### src/core/ipm_cfg.svh
// constants for the idle / power-down mode controller
// assumes inclusion by the package and by the design modules
`ifndef IPM_CFG_SVH
`define IPM_CFG_SVH
`define IPM_WB_ADDR_W 4
`define IPM_REG_CTRL 4'h0
`define IPM_REG_STAT 4'h4
`define IPM_REG_WDOG 4'h8
`define IPM_CTRL_POWERDOWN_CONFIG_SELECT 0
`define IPM_CTRL_RTCEN 1
`define IPM_CTRL_LPDIS 2
`define IPM_CTRL_RST 3'h0
`define IPM_WDOG_RST 16'hffff
`define IPM_IDLE_OP 32'h87787887
`define IPM_POWERDOWN_INSTRUCTION_OP 32'h97686897
`define IPM_PRIO_W 4
`define IPM_PRIO_ZERO 4'h0
`define IPM_SRC_N 4
`define IPM_LP_DET_CNT 3'h4
`endif

### src/core/ipm_pkg.sv
// types of the idle / power-down mode controller
// assumes ipm_cfg.svh is on the include path
`include "ipm_cfg.svh"
package ipm_pkg;
    typedef enum logic [1:0] {
        IPM_RUN,
        IPM_IDLE,
        IPM_PDOWN
    } ipm_mode_t;
    // one pending wake request as the interrupt controller reports it
    typedef struct packed {
        logic valid;
        logic is_pec;
        logic [`IPM_PRIO_W-1:0] prio;
    } ipm_req_t;
endpackage

### src/core/ipm_ctrl.sv
// idle and power-down mode controller with a classic wishbone register slave
// assumes cpu decode, interrupt controller and bus controller on the same clock
//
// Overview of operation
// - idle halts cpu only, peripherals run
// - idle after protected 32-bit opcode, prior done
// - external bus cycles finish before entry
// - refuse entry if enabled ready missed
// - any reset or interrupt ends idle
// - enabled source wakes regardless priority, enable
// - serviceable cpu request enters routine, resumes
// - unserviceable cpu request resumes, no re-idle
// - serviceable transfer request keeps cpu idle
// - unserviceable transfer request leaves idle
// - nmi falling edge ends idle, trap taken
// - one prioritisation round after wake
// - priority zero wakes, vector not taken
// - watchdog counts in idle, overflow resets
// - power-down stops cpu and peripherals
// - power-down exits: reset; in config 1 also fast irq, rtc, serial
// - low-power osc running: main osc stops
// - detect low-power osc, adopt, keep unless disabled
// - only main osc: keep it in power-down while rtc enabled
// - config 0: enter only with nmi low
// - config 1: enter only with fast pins inactive
//
// The Wishbone register port and the register addresses were chosen for this implementation.
`timescale 1ns/1ns
`default_nettype none
`include "ipm_cfg.svh"
module ipm_ctrl
    import ipm_pkg::*;
(
    // clock and reset
    input wire logic clk_i,
    input wire logic rst_i,
    // wishbone slave
    input wire logic wb_cyc_i,
    input wire logic wb_stb_i,
    input wire logic wb_we_i,
    input wire logic [`IPM_WB_ADDR_W-1:0] wb_adr_i,
    input wire logic [3:0] wb_sel_i,
    input wire logic [31:0] wb_dat_i,
    output logic [31:0] wb_dat_o,
    output logic wb_ack_o,
    // cpu side
    input wire logic op_valid_i,
    input wire logic [31:0] op_word_i,
    input wire logic prev_done_i,
    input wire logic global_irq_enable_i,
    input wire logic [`IPM_PRIO_W-1:0] cpu_prio_i,
    input wire logic return_from_service_i,
    // interrupt controller side
    input wire ipm_req_t wake_req_i,
    input wire logic pec_done_i,
    // bus controller side
    input wire logic bus_busy_i,
    input wire logic ready_en_i,
    input wire logic ready_seen_i,
    // pins
    input wire logic nmi_n_i,
    input wire logic [`IPM_SRC_N-1:0] fast_external_irq_pins_i,
    input wire logic [`IPM_SRC_N-1:0] fast_irq_en_i,
    input wire logic [`IPM_SRC_N-1:0] fast_irq_active_high_i,
    input wire logic lp_osc_clk_i,
    // wake sources for power-down
    input wire logic rtc_irq_i,
    input wire logic serial_irq_i,
    // mode and control outputs
    output ipm_mode_t mode_o,
    output logic cpu_halt_o,
    output logic periph_stop_o,
    output logic main_osc_stop_o,
    output logic rtc_ref_lp_o,
    output logic isr_enter_o,
    output logic nmi_trap_o,
    output logic prio_round_o,
    output logic resume_next_o,
    output logic wdog_reset_o
);
    typedef struct packed {
        ipm_mode_t mode;
        logic [2:0] ctrl;
        logic [15:0] wdog_reload;
        logic [15:0] wdog_cnt;
        logic lp_sel;
        logic [2:0] lp_cnt;
        logic lp_prev;
        logic nmi_prev;
        logic [31:0] dat;
        logic ack;
        logic halt;
        logic pstop;
        logic osc_stop;
        logic isr;
        logic trap;
        logic round;
        logic resume;
        logic wrst;
    } ipm_state_t;

    ipm_state_t s;
    ipm_state_t next_s;
    logic nmi_n_s;
    logic nmi_s;
    logic wb_wr;
    logic lp_s;
    logic [`IPM_SRC_N-1:0] fast_s;
    logic [`IPM_SRC_N-1:0] fast_act;
    logic wb_go;
    logic entry_ok;
    logic idle_op;
    logic powerdown_instruction_op;
    logic serviceable;
    logic pd_wake;

    // the nmi, fast interrupt and low-power oscillator pins cross in through two flops each before any logic sees them
    ipm_sync #(.W(`IPM_SRC_N + 2)) u_sync (
        .clk_i(clk_i),
        .rst_i(rst_i),
        .d_i({fast_external_irq_pins_i, ~nmi_n_i, lp_osc_clk_i}),
        .q_o({fast_s, nmi_s, lp_s})
    );
    // nmi rests high, so it crosses inverted: the cleared synchroniser reads as idle
    assign nmi_n_s = ~nmi_s;

    // true when the wishbone word matches a register offset
    function automatic logic hit(input logic [`IPM_WB_ADDR_W-1:0] a,
                                 input logic [`IPM_WB_ADDR_W-1:0] off);
        hit = (a == off);
    endfunction

    // per-pin active level of the fast external interrupts
    genvar g;
    generate
        for (g = 0; g < `IPM_SRC_N; g++) begin : g_fast
            assign fast_act[g] = fast_irq_en_i[g] &
                                 (fast_s[g] == fast_irq_active_high_i[g]);
        end
    endgenerate

    assign wb_go = wb_cyc_i & wb_stb_i & ~s.ack;
    // the master still holds the request on the edge where it sees ack
    assign wb_wr = wb_cyc_i & wb_stb_i & wb_we_i & s.ack;
    assign idle_op = op_valid_i & (op_word_i == `IPM_IDLE_OP) & prev_done_i;
    assign powerdown_instruction_op = op_valid_i & (op_word_i == `IPM_POWERDOWN_INSTRUCTION_OP) & prev_done_i;
    // pending bus cycles and a missed ready both hold the cpu in run
    assign entry_ok = ~bus_busy_i & ~(ready_en_i & ~ready_seen_i);
    // priority zero never beats the cpu, so no vector is fetched
    assign serviceable = global_irq_enable_i & (wake_req_i.prio > cpu_prio_i) &
                         (wake_req_i.prio != `IPM_PRIO_ZERO);
    assign pd_wake = (|fast_act) | (s.ctrl[`IPM_CTRL_RTCEN] & rtc_irq_i) |
                     serial_irq_i;

    // whole next state in one place
    always_comb begin
        next_s = s;
        next_s.ack = 1'b0;
        next_s.isr = 1'b0;
        next_s.trap = 1'b0;
        next_s.round = 1'b0;
        next_s.resume = 1'b0;
        next_s.wrst = 1'b0;
        next_s.nmi_prev = nmi_n_s;
        next_s.lp_prev = lp_s;
        // register slave answers one cycle after the strobe
        if (wb_go) begin
            next_s.ack = 1'b1;
            next_s.dat = 32'h0;
            if (hit(wb_adr_i, `IPM_REG_CTRL)) begin
                next_s.dat = {29'h0, s.ctrl};
            end else if (hit(wb_adr_i, `IPM_REG_STAT)) begin
                next_s.dat = {27'h0, s.lp_sel, s.osc_stop, s.mode == IPM_PDOWN,
                              s.mode == IPM_IDLE, s.mode == IPM_RUN};
            end else if (hit(wb_adr_i, `IPM_REG_WDOG)) begin
                next_s.dat = {s.wdog_cnt, s.wdog_reload};
            end
        end
        // watchdog runs in run and idle, frozen in power-down
        if (s.mode != IPM_PDOWN) begin
            if (s.wdog_cnt == s.wdog_reload) begin
                next_s.wrst = 1'b1;
                next_s.wdog_cnt = '0;
                next_s.mode = IPM_RUN;
            end else begin
                next_s.wdog_cnt = s.wdog_cnt + 16'h1;
            end
        end
        // writes land on the ack edge; placed after the watchdog so that a
        // write clears the count instead of losing to the increment
        if (wb_wr) begin
            if (hit(wb_adr_i, `IPM_REG_CTRL) && wb_sel_i[0]) begin
                next_s.ctrl = wb_dat_i[2:0];
            end
            if (hit(wb_adr_i, `IPM_REG_WDOG)) begin
                if (wb_sel_i[0]) begin
                    next_s.wdog_reload[7:0] = wb_dat_i[7:0];
                end
                if (wb_sel_i[1]) begin
                    next_s.wdog_reload[15:8] = wb_dat_i[15:8];
                end
                next_s.wdog_cnt = '0;
            end
        end
        // low-power oscillator detector: count edges, latch once found
        if (lp_s != s.lp_prev && s.lp_cnt != `IPM_LP_DET_CNT) begin
            next_s.lp_cnt = s.lp_cnt + 3'h1;
        end
        if (s.lp_cnt == `IPM_LP_DET_CNT && !s.ctrl[`IPM_CTRL_LPDIS]) begin
            next_s.lp_sel = 1'b1;
        end
        if (s.ctrl[`IPM_CTRL_LPDIS]) begin
            next_s.lp_sel = 1'b0;
            next_s.lp_cnt = '0;
        end
        // mode sequencer
        case (s.mode)
            IPM_RUN: begin
                if (idle_op && entry_ok) begin
                    next_s.mode = IPM_IDLE;
                end else if (powerdown_instruction_op && entry_ok) begin
                    if (!s.ctrl[`IPM_CTRL_POWERDOWN_CONFIG_SELECT] && !nmi_n_s) begin
                        next_s.mode = IPM_PDOWN;
                    end else if (s.ctrl[`IPM_CTRL_POWERDOWN_CONFIG_SELECT] && !(|fast_act)) begin
                        next_s.mode = IPM_PDOWN;
                    end
                end
            end
            IPM_IDLE: begin
                if (s.nmi_prev && !nmi_n_s) begin
                    next_s.mode = IPM_RUN;
                    next_s.trap = 1'b1;
                    next_s.round = 1'b1;
                end else if (wake_req_i.valid) begin
                    next_s.round = 1'b1;
                    if (wake_req_i.is_pec && serviceable) begin
                        next_s.mode = IPM_IDLE;
                    end else begin
                        next_s.mode = IPM_RUN;
                        next_s.isr = serviceable;
                        next_s.resume = ~serviceable;
                    end
                end
            end
            IPM_PDOWN: begin
                if (s.ctrl[`IPM_CTRL_POWERDOWN_CONFIG_SELECT] && pd_wake) begin
                    next_s.mode = IPM_RUN;
                    next_s.round = 1'b1;
                end
            end
            default: begin
                next_s.mode = IPM_RUN;
            end
        endcase
        // the service routine returns to the word after the idle opcode
        if (return_from_service_i && s.mode == IPM_RUN) begin
            next_s.resume = 1'b1;
        end
        next_s.halt = (next_s.mode != IPM_RUN);
        next_s.pstop = (next_s.mode == IPM_PDOWN);
        // main clock survives power-down only while the enabled rtc runs from it and not from the low-power oscillator
        next_s.osc_stop = (next_s.mode == IPM_PDOWN) &
                          (next_s.lp_sel | ~s.ctrl[`IPM_CTRL_RTCEN]);
    end

    // one register stage for all state; reset ends every mode
    always_ff @(posedge clk_i) begin
        if (rst_i) begin
            s <= '0;
            s.mode <= IPM_RUN;
            s.ctrl <= `IPM_CTRL_RST;
            s.wdog_reload <= `IPM_WDOG_RST;
            s.nmi_prev <= 1'b1;
        end else begin
            s <= next_s;
        end
    end

    assign mode_o = s.mode;
    assign cpu_halt_o = s.halt;
    assign periph_stop_o = s.pstop;
    assign main_osc_stop_o = s.osc_stop;
    assign rtc_ref_lp_o = s.lp_sel;
    assign isr_enter_o = s.isr;
    assign nmi_trap_o = s.trap;
    assign prio_round_o = s.round;
    assign resume_next_o = s.resume;
    assign wdog_reset_o = s.wrst;
    assign wb_dat_o = s.dat;
    assign wb_ack_o = s.ack;

    // a serviceable transfer never drops the cpu out of idle
    AST_PEC_STAYS: assert property (@(posedge clk_i) disable iff (rst_i)
        (s.mode == IPM_IDLE && wake_req_i.valid && wake_req_i.is_pec && serviceable &&
         !(s.nmi_prev && !nmi_n_s) && s.wdog_cnt != s.wdog_reload)
        |=> mode_o == IPM_IDLE)
        else $error("transfer request left idle");
    AST_UNSERV_RESUME: assert property (@(posedge clk_i) disable iff (rst_i)
        (s.mode == IPM_IDLE && wake_req_i.valid && !serviceable &&
         !(s.nmi_prev && !nmi_n_s) && s.wdog_cnt != s.wdog_reload)
        |=> (mode_o == IPM_RUN && resume_next_o && !isr_enter_o))
        else $error("unserviced request did not resume");
    AST_NMI_TRAP: assert property (@(posedge clk_i) disable iff (rst_i)
        (s.mode == IPM_IDLE && $fell(nmi_n_s) && s.wdog_cnt != s.wdog_reload)
        |=> (nmi_trap_o && prio_round_o && mode_o == IPM_RUN))
        else $error("nmi did not end idle");
    AST_NO_ENTRY_BUSY: assert property (@(posedge clk_i) disable iff (rst_i)
        (s.mode == IPM_RUN && bus_busy_i) |=> mode_o == IPM_RUN)
        else $error("mode entered with bus busy");
    AST_READY_MISS: assert property (@(posedge clk_i) disable iff (rst_i)
        (s.mode == IPM_RUN && ready_en_i && !ready_seen_i) |=> mode_o == IPM_RUN)
        else $error("mode entered after missed ready");
    AST_PD_NMI_HIGH: assert property (@(posedge clk_i) disable iff (rst_i)
        (s.mode == IPM_RUN && !s.ctrl[`IPM_CTRL_POWERDOWN_CONFIG_SELECT] && nmi_n_s) |=> mode_o != IPM_PDOWN)
        else $error("protected power-down with nmi high");
    AST_PD_STUCK: assert property (@(posedge clk_i) disable iff (rst_i)
        (s.mode == IPM_PDOWN && !s.ctrl[`IPM_CTRL_POWERDOWN_CONFIG_SELECT]) |=> mode_o == IPM_PDOWN)
        else $error("protected power-down left without reset");
    AST_PD_FAST: assert property (@(posedge clk_i) disable iff (rst_i)
        (s.mode == IPM_RUN && s.ctrl[`IPM_CTRL_POWERDOWN_CONFIG_SELECT] && (|fast_act)) |=> mode_o != IPM_PDOWN)
        else $error("power-down entered with fast pin active");
    AST_HALT_TIE: assert property (@(posedge clk_i) disable iff (rst_i)
        (cpu_halt_o == (mode_o != IPM_RUN)) && (periph_stop_o == (mode_o == IPM_PDOWN)))
        else $error("halt outputs disagree with mode");
    AST_OSC: assert property (@(posedge clk_i) disable iff (rst_i)
        (mode_o == IPM_PDOWN && !rtc_ref_lp_o && s.ctrl[`IPM_CTRL_RTCEN]) |-> !main_osc_stop_o)
        else $error("main oscillator stopped while feeding rtc");
    AST_WDOG: assert property (@(posedge clk_i) disable iff (rst_i)
        (s.mode == IPM_IDLE && s.wdog_cnt == s.wdog_reload) |=> (wdog_reset_o && mode_o == IPM_RUN))
        else $error("watchdog overflow missed in idle");
    // reset leaves every mode and clears the halt lines
    AST_RST_RUN: assert property (@(posedge clk_i)
        rst_i |=> (mode_o == IPM_RUN && !cpu_halt_o && !periph_stop_o))
        else $error("reset did not return to run");
    // a serviceable cpu request leaves idle into its routine
    AST_ISR_SERV: assert property (@(posedge clk_i) disable iff (rst_i)
        (s.mode == IPM_IDLE && wake_req_i.valid && !wake_req_i.is_pec && serviceable &&
         !(s.nmi_prev && !nmi_n_s) && s.wdog_cnt != s.wdog_reload)
        |=> (mode_o == IPM_RUN && isr_enter_o && !resume_next_o))
        else $error("serviceable request did not enter its routine");
    // a level zero request ends idle but never reaches its vector
    AST_PRIO_ZERO: assert property (@(posedge clk_i) disable iff (rst_i)
        (s.mode == IPM_IDLE && wake_req_i.valid && wake_req_i.prio == `IPM_PRIO_ZERO &&
         !(s.nmi_prev && !nmi_n_s) && s.wdog_cnt != s.wdog_reload)
        |=> (mode_o == IPM_RUN && !isr_enter_o))
        else $error("level zero request took its vector");
    // ack is a single-cycle pulse so one strobe is answered once
    AST_ACK_PULSE: assert property (@(posedge clk_i) disable iff (rst_i)
        wb_ack_o |=> !wb_ack_o)
        else $error("ack held for two cycles");
endmodule // ipm_ctrl
`default_nettype wire

### src/core/ipm_sync.sv
// two flip-flop synchroniser for asynchronous pin levels
// assumes one system clock and a synchronous reset
`timescale 1ns/1ns
`default_nettype none
module ipm_sync #(
    parameter int W = 1
) (
    // clock and reset
    input wire logic clk_i,
    input wire logic rst_i,
    // pin side and synchronised side
    input wire logic [W-1:0] d_i,
    output logic [W-1:0] q_o
);
    logic [W-1:0] meta;
    // first stage is read only by the second stage
    always_ff @(posedge clk_i) begin
        if (rst_i) begin
            meta <= '0;
            q_o <= '0;
        end else begin
            meta <= d_i;
            q_o <= meta;
        end
    end
endmodule // ipm_sync
`default_nettype wire

### config.mk
export PLATFORM = sky130hd
export DESIGN_NAME = ipm_ctrl
export DESIGN_NICKNAME = d
export VERILOG_FILES = /design/src/core/ipm_pkg.sv /design/src/core/ipm_ctrl.sv /design/src/core/ipm_sync.sv
export VERILOG_INCLUDE_DIRS = /design/src /design/src/core
export SDC_FILE = /design/constraint.sdc
export NUM_CORES = 1
export LEC_CHECK = 0
export BUFFER_PORTS_ARGS = -buffer_cell sky130_fd_sc_hd__buf_4
export CAP_MARGIN = 20
export CORE_MARGIN = 8
export CORE_UTILIZATION = 24
export CTS_CLUSTER_SIZE = 40
export DETAILED_ROUTE_END_ITERATION = 10
export SETUP_SLACK_MARGIN = 0.3
export SLEW_MARGIN = 40
export SYNTH_ARGS = -nofsm -noshare
export SYNTH_HDL_FRONTEND = slang
export SYNTH_SLANG_ARGS = --single-unit
### constraint.sdc
create_clock -name clk_i -period 4.1 [get_ports clk_i]
set_input_delay 1.23 -clock clk_i [delete_from_list [all_inputs] [get_ports clk_i]]
set_output_delay 1.23 -clock clk_i [all_outputs]
set_load 0.02 [all_outputs]
==> results.ini <==
[timing]
setup_tns_ps=0
max_freq_ghz=0.348
relSlewSlack=0.459
period_share=0.702
fin_skew_ps=7.75
min_period_ps=2880
finalSetupViolCount=0
rsz0062_at_grt=no
worst_pin_slew_ps=812
hold_violations=0
report.final.slew_viol_count=0

[placement]
io_buffers=135
place_congestion=0.775
dp_hpwl_um=9630

[clock_network]
cts_resized=0
h-tree-depth=3
post_cts_buffers=0
cts_tree=built
clk_path_buf_depth=2
clock-root-buffer=clkbuf_16
cts_sinks=96
cts_buffers=9
clkSlewWorstSetupHoldPaths_ps=70
insertion_delay_ps=340
hold_buffers=0

[power_and_ir_drop]
vdd_ir_drop_max_mv=0.190
power_leakage_uw=0.00241
p_per_area_nw_per_um2=344
power_uw=1970

[job]
max-cap-violations=0

[run_status]
status=complete, no violations

[setup_path]
cp.required_ps=4380
worstPathArrival_ps=3160
cp-start-kind=input port
cp_max_fo=3
r2r_start=s[50]
r2r-end=s[54]
reg2reg_slack_ps=1820
path_class=input port to register
reg2reg_depth=6
crit_path_end_kind=register

[floorplan]
dieArea_sq_um=23000
die-height_um=152
io_pins=155
start_util=0.245
core_sq_um=18000
rows=49
die_w_um=152

[yosys]
synth_top_area_cell=dfxtp_1
yosysSeqAreaShare=0.435
synth_area_sq_um=4420
synth.avg_cell_area_sq_um=9.11
ys_async_sr_fraction=0
synth-edff-count=0
yosysWarnings=0
synth_top_area_share=0.435
synth_cell_types=41
synthCells=485
synth_area_leaders=dfxtp_1 (43%), a22oi_1 (5.8%), buf_4 (5.8%)
synthFlopType=dfxtp_1
synth_fp_nets=607
ys_seq_elements=96

[worst_hold_path]
hp-start=u_sync.meta[5]
min_path_type=register to register
min_path_cells=1
hold-path-endpoint=u_sync.q_o[5]

[detailed_routing]
vias_per_cell=4.38
drtIter0Drc=157
drt_first_pass_iters=4
wl_per_cell_um=15.0
routed_wl_um=12300
ant_nets=0
drc_errors=0
num_vias=3578

[layout]
n_antenna_cell=0
nets=704
synthToLayoutAreaGrowth_pct=29.8
drive_gt1_frac=0.266

[global_route]
grt_max_degree=79
first_global_vias=3516
track_usage=0.107
grt_antenna_before_repair=0
grt_pass1_wl_um=19000
overflow=0

[layer usage]
layer  part of all wire  global-route usage  wire length (um)  up-vias
met4             0.0083              0.0279               102        0
met2               0.48               0.172              5910       51
met5                  0                   0                 0        -
li1                   -                   -                 -     1854
met1               0.47               0.136              5780     1667
met3              0.038              0.0321               464        6
[power by group]
group | total, uW | switching [uW] | internal [uW]
logic | 158 | 68.7 | 88.9
registers | 953 | 8.90 | 945
clock network | 862 | 367 | 494
[worst max path at each step]
stage | start | to | slack (ps) | depth (start not counted)
after detailed placement | op_word_i[17] | cpu_halt_o | 870 | 7
after floorplan | op_word_i[17] | cpu_halt_o | 1080 | 6
after CTS | op_word_i[17] | cpu_halt_o | 1220 | 7
after global routing | wb_adr_i[2] | s[75] | 1080 | 6
after global placement | op_word_i[17] | cpu_halt_o | 880 | 7
final | op_word_i[17] | cpu_halt_o | 1220 | 7
[critical path, stage by stage]
cell and delay [ps]:
buf_4 100, nand4b_1 160, or4_4 430, or3_1 370, or3_1 410, a311o_1 380, nand3_1 70
[placed cells by master, fill, tap and decap left out, drive strengths merged, types with 3 or more instances in the layout]
| master | count |
|---|---|
| a211o | 16 |
| nor4 | 3 |
| nor2b | 27 |
| and3 | 14 |
| nand2b | 4 |
| nand4 | 10 |
| buf | 140 |
| a22oi | 34 |
| xor2 | 14 |
| or3 | 4 |
| nor4bb | 6 |
| and2 | 5 |
| nor3 | 7 |
| nand2 | 23 |
| o21ai | 5 |
| clkbuf | 11 |
| nor2 | 62 |
| inv | 14 |
| xnor2 | 24 |
| mux2i | 8 |
| dfxtp | 96 |
| a21oi | 10 |
| nand3 | 11 |
| ha | 11 |
[sequential cells by signal (all words and copies together), names as in the netlist]
signal	cells
u_sync.q_o	6
wdog_reset_o	1
rtc_ref_lp_o	1
u_sync.meta	6
wb_dat_o	32
cpu_halt_o	1
mode_o	2
periph_stop_o	1
nmi_trap_o	1
s	40
prio_round_o	1
isr_enter_o	1
main_osc_stop_o	1
resume_next_o	1
wb_ack_o	1
[area by class of cell]
type / instances / area [sq um]
clock buffer: 11 / 243
clock inverter: 5 / 62.6
fill: 1922 / 12300
inverter: 12 / 45.0
multi-input combinational: 323 / 2120
sequential: 96 / 1920
tap: 229 / 287
timing repair buffer: 140 / 1050
[synth_stat cells (5+ instances only)]
| master | number |
|---|---|
| xor2_1 | 14 |
| nor3_1 | 7 |
| nand2_1 | 23 |
| a22oi_1 | 34 |
| nand4_1 | 10 |
| inv_1 | 12 |
| mux2i_1 | 8 |
| clkbuf_1 | 19 |
| a21oi_1 | 10 |
| o21ai_0 | 5 |
| and3_1 | 14 |
| a211o_1 | 16 |
| and2_1 | 5 |
| nor2_1 | 62 |
| ha_1 | 11 |
| xnor2_1 | 24 |
| nor2b_1 | 27 |
| nand3_1 | 11 |
| buf_4 | 34 |
| dfxtp_1 | 96 |
| nor4bb_1 | 6 |
[per-stage QoR]
step	hold slack (ps)	utilization	worst slack, ps	instances	cell area [sq um]
finish	436	0.318	1220	816	5730
global route	466	0.318	1080	816	5730
CTS	441	0.318	1220	815	5720
detailed placement	425	0.301	870	799	5420
global placement	420	0.301	883	799	5420
floorplan	414	-	1080	485	4420
[logic make-up after synthesis]
family	count (synthesis)	share of synthesized area
muxes	8	0.0181
and+or+nand+nor	190	0.228
DFF	96	0.435
AOI/OAI and AO/OA	76	0.127
adders and majority gates	11	0.0311
buffers and inverters	66	0.0852
xor gates and xnor gates	38	0.0753
Power figures use the tool's default switching activity.
